**src/rtl/pms_pkg.sv**
```systemverilog
// package: power mode sequencer constants and types
package pms_pkg;

  // clock rate
  localparam int unsigned CLK_HZ = 20000000;

  // activation and wake times, microseconds (max times, round down)
  localparam int unsigned T_RESET_NOLS_US   = 1500;
  localparam int unsigned T_RESET_RO_US     = 7000;
  localparam int unsigned T_RESET_XO_US     = 94000;
  localparam int unsigned T_STBY_NOLS_US    = 420;
  localparam int unsigned T_STBY_RO_US      = 6200;
  localparam int unsigned T_STBY_XO_US      = 93000;
  localparam int unsigned T_SLEEP_US        = 420;
  // radio times, nanoseconds
  localparam int unsigned T_RX_CHG_NS       = 125000;
  localparam int unsigned T_RX_NOCHG_NS     = 61000;
  localparam int unsigned T_TX_CHG_NS       = 131000;
  localparam int unsigned T_TX_NOCHG_NS     = 67000;
  localparam int unsigned T_TURN_NS         = 150000;

  localparam int unsigned CYC_PER_US = CLK_HZ / 1000000;

  localparam int unsigned CYC_RX_CHG   = T_RX_CHG_NS * CYC_PER_US / 1000;
  localparam int unsigned CYC_RX_NOCHG = T_RX_NOCHG_NS * CYC_PER_US / 1000;
  localparam int unsigned CYC_TX_CHG   = T_TX_CHG_NS * CYC_PER_US / 1000;
  localparam int unsigned CYC_TX_NOCHG = T_TX_NOCHG_NS * CYC_PER_US / 1000;
  localparam int unsigned CYC_TURN     = T_TURN_NS * CYC_PER_US / 1000;

  localparam int unsigned CNT_W = 21;

  // low-speed clock source selection
  localparam logic [1:0] LS_NONE = 2'h0;
  localparam logic [1:0] LS_RING = 2'h1;
  localparam logic [1:0] LS_XTAL = 2'h2;

  typedef enum logic [7:0] {
    PMS_RESET   = 8'h01,
    PMS_BOOT    = 8'h02,
    PMS_ACTIVE  = 8'h04,
    PMS_ENTRY   = 8'h08,
    PMS_SLEEP   = 8'h10,
    PMS_STANDBY = 8'h20,
    PMS_WAKE    = 8'h40,
    PMS_RADIO   = 8'h80
  } pms_state_e;

  // power and clock enables toward the analog and digital domains
  typedef struct packed {
    logic regulator_on;
    logic retain;
    logic spi_on;
    logic ls_xtal_on;
    logic ls_ring_on;
    logic high_speed_oscillator_on;
    logic core_on;
    logic rf_synth_on;
    logic rx_chain_on;
    logic tx_chain_on;
    logic second_memory_bank_on;
  } pms_power_s;

  // firmware requests
  typedef struct packed {
    logic sleep_req;
    logic standby_req;
    logic bank2_off;
    logic rx_req;
    logic tx_req;
    logic chan_change;
    logic radio_off;
  } pms_fw_req_s;

  // spi pad group: outputs with enables
  typedef struct packed {
    logic miso_out;
    logic miso_oe;
    logic attn_out;
    logic attn_oe;
  } pms_spi_pad_s;

endpackage : pms_pkg

```
**src/rtl/pms_sequencer.sv**
```systemverilog
// power mode sequencer: reset, standby, sleep, active, radio
//
// Contract
// - External reset forces Reset with every regulator, clock and RF off.
// - After reset the boot sequence reaches Active within 1.5, 7 or 94 ms by low-speed source.
// - Sleep runs exactly one low-speed oscillator, with high speed, core and RF off and state kept.
// - An option powers off the second memory bank in Sleep while the rest stays retained.
// - In Sleep an expired wake timer leads to Active within 0.42 ms.
// - Host SPI activity (select low) also wakes Sleep to Active.
// - Standby is Sleep with both low-speed oscillators off, woken only by SPI, in 0.42 or 6.2 ms.
// - Waking from Standby with the low-speed crystal completes within 93 ms.
// - Active powers supplies, interfaces, high-speed oscillator and core, with all RF off.
// - Radio adds the synthesizer and exactly one of the receive or transmit chains.
// - Active to receive takes 125 us with a channel change and 61 us without.
// - Active to transmit takes 131 us with change (67 us without); turnaround takes 150 us.
// - Host commands arrive on an SPI slave port clocked up to 8 MHz.
// - The command set includes firmware reprogramming beside stack services.
// - In low-power states all SPI pins except select are high impedance.
// - The attention output shows that data waits for the host to read.
`timescale 1ns/1ps
`default_nettype none

module pms_sequencer #(
  parameter int unsigned T_BOOT_NOLS = pms_pkg::T_RESET_NOLS_US
                                       * pms_pkg::CYC_PER_US,
  parameter int unsigned T_BOOT_RO   = pms_pkg::T_RESET_RO_US
                                       * pms_pkg::CYC_PER_US,
  parameter int unsigned T_BOOT_XO   = pms_pkg::T_RESET_XO_US
                                       * pms_pkg::CYC_PER_US,
  parameter int unsigned T_WAKE_NOLS = pms_pkg::T_STBY_NOLS_US
                                       * pms_pkg::CYC_PER_US,
  parameter int unsigned T_WAKE_RO   = pms_pkg::T_STBY_RO_US
                                       * pms_pkg::CYC_PER_US,
  parameter int unsigned T_WAKE_XO   = pms_pkg::T_STBY_XO_US
                                       * pms_pkg::CYC_PER_US,
  parameter int unsigned T_WAKE_SLP  = pms_pkg::T_SLEEP_US
                                       * pms_pkg::CYC_PER_US
) (
  input  wire logic                 clk_sys,
  input  wire logic                 rst_n,
  input  wire logic [1:0]           ls_source,
  input  wire pms_pkg::pms_fw_req_s fw_req,
  input  wire logic                 wake_timer_expired,
  input  wire logic                 slave_select_low_n,
  input  wire logic                 spi_miso_data,
  input  wire logic                 host_data_pending,
  output var  pms_pkg::pms_power_s  power,
  output var  pms_pkg::pms_spi_pad_s spi_pad,
  output var  pms_pkg::pms_state_e  state,
  output logic                      busy
);

  ////////////////////////////////////////////////////////////////////////
  // declarations
  pms_pkg::pms_state_e       next_state;
  logic [pms_pkg::CNT_W-1:0] cnt;
  logic [pms_pkg::CNT_W-1:0] next_cnt;
  logic                      cnt_done;
  logic                      bank2_off;
  logic                      in_rx;
  logic                      next_in_rx;
  logic                      radio_ready;
  logic                      wake_req;
  logic                      low_power;

  function automatic logic [pms_pkg::CNT_W-1:0] cyc(input int unsigned n);
    cyc = (n > 1) ? pms_pkg::CNT_W'(n - 1) : '0;
  endfunction : cyc

  assign cnt_done  = (cnt == '0);
  assign wake_req  = ~slave_select_low_n
                   | (wake_timer_expired & (ls_source != pms_pkg::LS_NONE));
  assign low_power = (next_state == pms_pkg::PMS_SLEEP)
                   | (next_state == pms_pkg::PMS_STANDBY);
  assign busy      = (state != pms_pkg::PMS_ACTIVE)
                   & ~((state == pms_pkg::PMS_RADIO) & radio_ready);

  ////////////////////////////////////////////////////////////////////////
  // next state and timer load
  always_comb
  begin
    next_state = state;
    next_cnt   = cnt_done ? cnt : cnt - 1'b1;
    next_in_rx = in_rx;
    case (state)
      pms_pkg::PMS_RESET:
      begin
        next_state = pms_pkg::PMS_BOOT;
        case (ls_source)
          pms_pkg::LS_RING: next_cnt = cyc(T_BOOT_RO);
          pms_pkg::LS_XTAL: next_cnt = cyc(T_BOOT_XO);
          default:          next_cnt = cyc(T_BOOT_NOLS);
        endcase
      end
      pms_pkg::PMS_BOOT:
        if (cnt_done)
          next_state = pms_pkg::PMS_ACTIVE;
      pms_pkg::PMS_ACTIVE:
        if (fw_req.sleep_req | fw_req.standby_req)
          next_state = pms_pkg::PMS_ENTRY;
        else if (fw_req.rx_req | fw_req.tx_req)
        begin
          next_state = pms_pkg::PMS_RADIO;
          next_in_rx = fw_req.rx_req;
          if (fw_req.rx_req)
            next_cnt = fw_req.chan_change ? cyc(pms_pkg::CYC_RX_CHG)
                                          : cyc(pms_pkg::CYC_RX_NOCHG);
          else
            next_cnt = fw_req.chan_change ? cyc(pms_pkg::CYC_TX_CHG)
                                          : cyc(pms_pkg::CYC_TX_NOCHG);
        end
      pms_pkg::PMS_ENTRY:
        if (wake_req)
          next_state = pms_pkg::PMS_ACTIVE;
        else if (fw_req.standby_req)
          next_state = pms_pkg::PMS_STANDBY;
        else if (ls_source != pms_pkg::LS_NONE)
          next_state = pms_pkg::PMS_SLEEP;
        else
          next_state = pms_pkg::PMS_STANDBY;
      pms_pkg::PMS_SLEEP:
        if (wake_req)
        begin
          next_state = pms_pkg::PMS_WAKE;
          next_cnt   = cyc(T_WAKE_SLP);
        end
      pms_pkg::PMS_STANDBY:
        if (~slave_select_low_n)
        begin
          next_state = pms_pkg::PMS_WAKE;
          case (ls_source)
            pms_pkg::LS_RING: next_cnt = cyc(T_WAKE_RO);
            pms_pkg::LS_XTAL: next_cnt = cyc(T_WAKE_XO);
            default:          next_cnt = cyc(T_WAKE_NOLS);
          endcase
        end
      pms_pkg::PMS_WAKE:
        if (cnt_done)
          next_state = pms_pkg::PMS_ACTIVE;
      pms_pkg::PMS_RADIO:
        if (fw_req.radio_off)
          next_state = pms_pkg::PMS_ACTIVE;
        else if ((fw_req.rx_req & ~in_rx) | (fw_req.tx_req & in_rx))
        begin
          next_in_rx = ~in_rx;
          next_cnt   = cyc(pms_pkg::CYC_TURN);
        end
      default:
        next_state = pms_pkg::PMS_RESET;
    endcase
  end

  ////////////////////////////////////////////////////////////////////////
  // state registers
  always_ff @(posedge clk_sys or negedge rst_n)
  begin
    if (!rst_n)
      state <= pms_pkg::PMS_RESET;
    else
      state <= next_state;
  end

  always_ff @(posedge clk_sys or negedge rst_n)
  begin
    if (!rst_n)
      cnt <= '0;
    else
      cnt <= next_cnt;
  end

  always_ff @(posedge clk_sys or negedge rst_n)
  begin
    if (!rst_n)
      in_rx <= 1'b0;
    else
      in_rx <= next_in_rx;
  end

  // radio settled once its settle count runs out
  always_ff @(posedge clk_sys or negedge rst_n)
  begin
    if (!rst_n)
      radio_ready <= 1'b0;
    else if (next_state != pms_pkg::PMS_RADIO || next_in_rx != in_rx
             || state != pms_pkg::PMS_RADIO)
      radio_ready <= 1'b0;
    else if (cnt_done)
      radio_ready <= 1'b1;
  end

  // bank option latched at entry
  always_ff @(posedge clk_sys or negedge rst_n)
  begin
    if (!rst_n)
      bank2_off <= 1'b0;
    else if (state == pms_pkg::PMS_ACTIVE)
      bank2_off <= fw_req.bank2_off;
  end

  ////////////////////////////////////////////////////////////////////////
  // power enables, registered from the next state
  always_ff @(posedge clk_sys or negedge rst_n)
  begin
    if (!rst_n)
      power <= '0;
    else
    begin
      power <= '0;
      case (next_state)
        pms_pkg::PMS_RESET:
          power <= '0;
        pms_pkg::PMS_SLEEP, pms_pkg::PMS_STANDBY:
        begin
          power.regulator_on <= 1'b1;
          power.retain       <= 1'b1;
          power.spi_on       <= 1'b1;
          power.second_memory_bank_on <= ~bank2_off;
          if (next_state == pms_pkg::PMS_SLEEP)
          begin
            power.ls_xtal_on <= (ls_source == pms_pkg::LS_XTAL);
            power.ls_ring_on <= (ls_source == pms_pkg::LS_RING);
          end
        end
        default:
        begin
          power.regulator_on             <= 1'b1;
          power.retain                   <= 1'b1;
          power.spi_on                   <= 1'b1;
          power.second_memory_bank_on    <= 1'b1;
          power.high_speed_oscillator_on <= 1'b1;
          power.core_on                  <= 1'b1;
          power.ls_xtal_on <= (ls_source == pms_pkg::LS_XTAL);
          power.ls_ring_on <= (ls_source == pms_pkg::LS_RING);
          if (next_state == pms_pkg::PMS_RADIO)
          begin
            power.rf_synth_on <= 1'b1;
            power.rx_chain_on <= next_in_rx;
            power.tx_chain_on <= ~next_in_rx;
          end
        end
      endcase
    end
  end

  ////////////////////////////////////////////////////////////////////////
  // spi pads: miso driven only while selected and awake
  always_ff @(posedge clk_sys or negedge rst_n)
  begin
    if (!rst_n)
      spi_pad <= '0;
    else
    begin
      spi_pad.miso_out <= spi_miso_data;
      spi_pad.miso_oe  <= ~low_power & ~slave_select_low_n
                        & (next_state != pms_pkg::PMS_RESET);
      spi_pad.attn_out <= host_data_pending & ~low_power;
      spi_pad.attn_oe  <= ~low_power
                        & (next_state != pms_pkg::PMS_RESET);
    end
  end

endmodule : pms_sequencer

`default_nettype wire

```
**config.mk**
```make
export PLATFORM = sky130hd
export DESIGN_NAME = pms_sequencer
export DESIGN_NICKNAME = d
export VERILOG_FILES = /design/src/rtl/pms_pkg.sv /design/src/rtl/pms_sequencer.sv
export SDC_FILE = /design/constraint.sdc
export NUM_CORES = 1
export LEC_CHECK = 0
export BUFFER_PORTS_ARGS = -buffer_cell sky130_fd_sc_hd__buf_2
export CAP_MARGIN = 20
export CORE_ASPECT_RATIO = 1.4
export CORE_UTILIZATION = 55
export CTS_BUF_LIST = sky130_fd_sc_hd__clkbuf_16
export CTS_CLUSTER_DIAMETER = 50
export DETAILED_ROUTE_END_ITERATION = 10
export PLACE_DENSITY = 0.89
export SETUP_SLACK_MARGIN = 0.05
export SYNTH_ARGS = -nofsm -noshare
export SYNTH_HDL_FRONTEND = slang
export SYNTH_SLANG_ARGS = --single-unit
```
**constraint.sdc**
```tcl
create_clock -name clk_sys -period 4.25 [get_ports clk_sys]
set_clock_uncertainty 0.15 [all_clocks]
set_input_delay 0.2125 -clock clk_sys [delete_from_list [all_inputs] [get_ports clk_sys]]
set_output_delay 0.2125 -clock clk_sys [all_outputs]
set_load 0.1 [all_outputs]
```
==> impl_metrics.env <==
export IMPL_path_class="flop to flop"
export IMPL_tightest_slew_ps=942
export IMPL_rows=30
export IMPL_yosys_area_top_type_share=0.373
export IMPL_io_pins=39
export IMPL_synth_edf_count=0
export IMPL_setup_ws_ps=1540
export IMPL_yosysUniqueCellTypes=61
export IMPL_tritoncts="yes"
export IMPL_cts_sinks=43
export IMPL_worst_r2r_cell_count=6
export IMPL_leakage_nw=1.42
export IMPL_synthFlopType="dfrtp_1"
export IMPL_fin_crit_ps=2710
export IMPL_ir_drop_mv=0.435
export IMPL_clkSlewWorstSetupHoldPaths_ps=60
export IMPL_r2r_end="cnt[8]$_DFF_PN0_"
export IMPL_fmax_mhz=369
export IMPL_wl_per_cell_um=17.6
export IMPL_rsz0062_at_grt="false"
export IMPL_whs_ps=102
export IMPL_hold_path_class="input pin to flop"
export IMPL_grt_overflow=0
export IMPL_grt_pass1_vias=2422
export IMPL_vias_per_cell=6.13
export IMPL_wl_um=7330
export IMPL_fin_tns_setup_ps=0
export IMPL_final_cells=416
export IMPL_crit_required_ps=4270
export IMPL_crit_fanout=8
export IMPL_cp_data_arrival_time_ps=2730
export IMPL_drive_gt1_frac=0.193
export IMPL_io_buffers=38
export IMPL_p_total_mw=1.64
export IMPL_powerDensity_nw_per_um2=505
export IMPL_ys_ff_latch=43
export IMPL_synthArstFlopShare=1.00
export IMPL_grtUsageTotal=0.283
export IMPL_htreeDepth=2
export IMPL_globalplace_congestion=0.999
export IMPL_cts_made_buffers=5
export IMPL_layout_nets=375
export IMPL_whs_endpoint="spi_pad[2]$_DFF_PN0_"
export IMPL_start_util=0.578
export IMPL_area_growth_pct=15.1
export IMPL_dpl_hpwl_um=5520
export IMPL_finalSetupViolations=0
export IMPL_final_area_sq_um=3250
export IMPL_outcome="finished, final reports clean"
export IMPL_core_sq_um=4880
export IMPL_placed_area_sq_um=3020
export IMPL_drc=0
export IMPL_dieHeight_um=86.7
export IMPL_clockBufferDepth=2
export IMPL_avgSynthCellArea_sq_um=8.95
export IMPL_critPathLaunchType="flop"
export IMPL_r2r_start="state[6]$_DFF_PN0_"
export IMPL_netlist_area_sq_um=2820
export IMPL_fin_crit_sh=0.638
export IMPL_antenna_found_initial=0
export IMPL_cts_setup_buffers=0
export IMPL_fillers=388
export IMPL_syn_num_nets=339
export IMPL_drtAntennaViolNets=0
export IMPL_rrSetupSlack_ps=1540
export IMPL_first_pass_iters=5
export IMPL_finalHoldViolCount=0
export IMPL_multiInputGateArea_sq_um=1620
export IMPL_dp_cells=404
export IMPL_diodes=0
export IMPL_seq_area_frac_synth=0.382
export IMPL_place_worst_setup_slack_ps=1580
export IMPL_hp_start="slave_select_low_n"
export IMPL_vias=2548
export IMPL_die_w_um=62.5
export IMPL_grt_pass1_wl_um=11800
export IMPL_grt_max_degree=44
export IMPL_ys_warnings_count=0
export IMPL_critPathCaptureType="flop"
export IMPL_clk_latency_ps=290
export IMPL_root_buffer="clkbuf_16"
export IMPL_synth_area_leaders="dfrtp_1 (37%), nor2_1 (4.7%), nand2_1 (4.1%)"
export IMPL_syn_instance_count=315
export IMPL_min_path_cells=2
export IMPL_slew_headroom=0.372
export IMPL_seq_area_sq_um=1080
export IMPL_drt_initial_drc_count=137
export IMPL_drv_cap=0
export IMPL_drv_slew=0
export IMPL_die_area_sq_um=5420
export IMPL_yosys_area_top_type="dfrtp_1"
export IMPL_fin_util=0.665
==> routing by layer <==
layer	vias up	GRT usage	wire, um	share of wire
met4	0	0.161	325	0.044
met5	-	0	0	0
li1	1197	-	-	-
met1	1211	0.320	2720	0.37
met3	26	0.0329	384	0.052
met2	114	0.515	3900	0.53
==> synth_stat cells, types with 3 or more instances <==
cell       number
o211ai_1        4
a21oi_1        12
nor3b_1         3
nand2b_1       12
nor2b_1         4
xnor2_1        12
buf_4           5
o22ai_1         3
nand2_1        31
or4_1           4
nor4_1          3
xor2_1          7
ha_1            9
o21ai_0        17
and3_1          3
o2111ai_1       4
o21ai_1         3
nand3_1        10
dfrtp_1        42
nor4b_1         3
and2_1          4
clkbuf_1        4
or3_1           5
buf_2           4
nor4_4          3
inv_1          13
nor3_1         15
nor2_1         35
==> layout make-up <==
type / instances / area share
flip-flops and latches: 43 / 0.332
multi-input cells: 246 / 0.499
clock inverters: 3 / 0.0197
inverters: 13 / 0.0150
clock buffers: 5 / 0.0385
repair buffers: 42 / 0.0709
well taps: 64 / 0.0247
==> worst max-delay path: stages, from the launching register on <==
cell	delay, ps
dfrtp_1	450
or4_1	720
nor4_4	500
a21oi_2	120
a21oi_2	240
a21boi_0	290
o21ai_1	110
==> where the power goes <==
group          switching (mW)  leakage [nW]  internal (mW)
combinational           0.472         0.793          0.159
sequential             0.0512         0.536          0.464
clock                   0.160        0.0952          0.335
==> worst max path at each step <==
stage	endpoint	cells after the start	start	slack, ps
after floorplan	busy	5	state[4]$_DFF_PN0_	760
after global placement	cnt[8]$_DFF_PN0_	6	state[1]$_DFF_PN0_	1530
after detailed placement	cnt[8]$_DFF_PN0_	6	state[1]$_DFF_PN0_	1580
after CTS	cnt[8]$_DFF_PN0_	6	state[1]$_DFF_PN0_	1570
after global routing	cnt[18]$_DFF_PN0_	8	cnt[0]$_DFF_PN0_	1430
final	cnt[8]$_DFF_PN0_	6	state[6]$_DFF_PN0_	1540
==> placed cells by master (no fill, tap or decap), types with 5 or more instances in the layout <==
master,netlist,routed
dfrtp_1,42,42
buf_2,4,38
nor2_1,35,35
nand2_1,31,31
o21ai_0,17,17
nor3_1,15,15
inv_1,13,14
nand2b_1,12,12
a21oi_1,12,12
xnor2_1,12,12
nand3_1,10,10
ha_1,9,9
xor2_1,7,7
or3_1,5,5
clkbuf_16,0,5
==> flip-flops by register name (all words and copies together) (netlist names) <==
| name | flops |
|---|---|
| spi_pad | 3 |
| in_rx | 1 |
| cnt | 21 |
| state | 8 |
| bank2_off | 1 |
| power | 8 |
| radio_ready | 1 |
==> kinds of logic (layout without fill, tap and decap cells) <==
kind of cell	after synthesis	in the layout	share of synthesized area
XOR/XNOR	19	19	0.0590
AO/OA/AOI/OAI	69	69	0.173
multiplexers	2	2	0.00754
adder cells (fa/ha/maj)	9	9	0.0399
flip-flops	43	43	0.382
AND/OR/NAND/NOR	147	147	0.296
buffers and inverters	26	63	0.0430
==> timing repair <==
| item | 4_1_cts | 5_1_grt |
|---|---|---|
| resized for setup | 0 | 0 |
| hold endpoints to repair | 45 | 0 |
| hold buffers | 4 | 0 |
(Power assumes the default switching activity.)
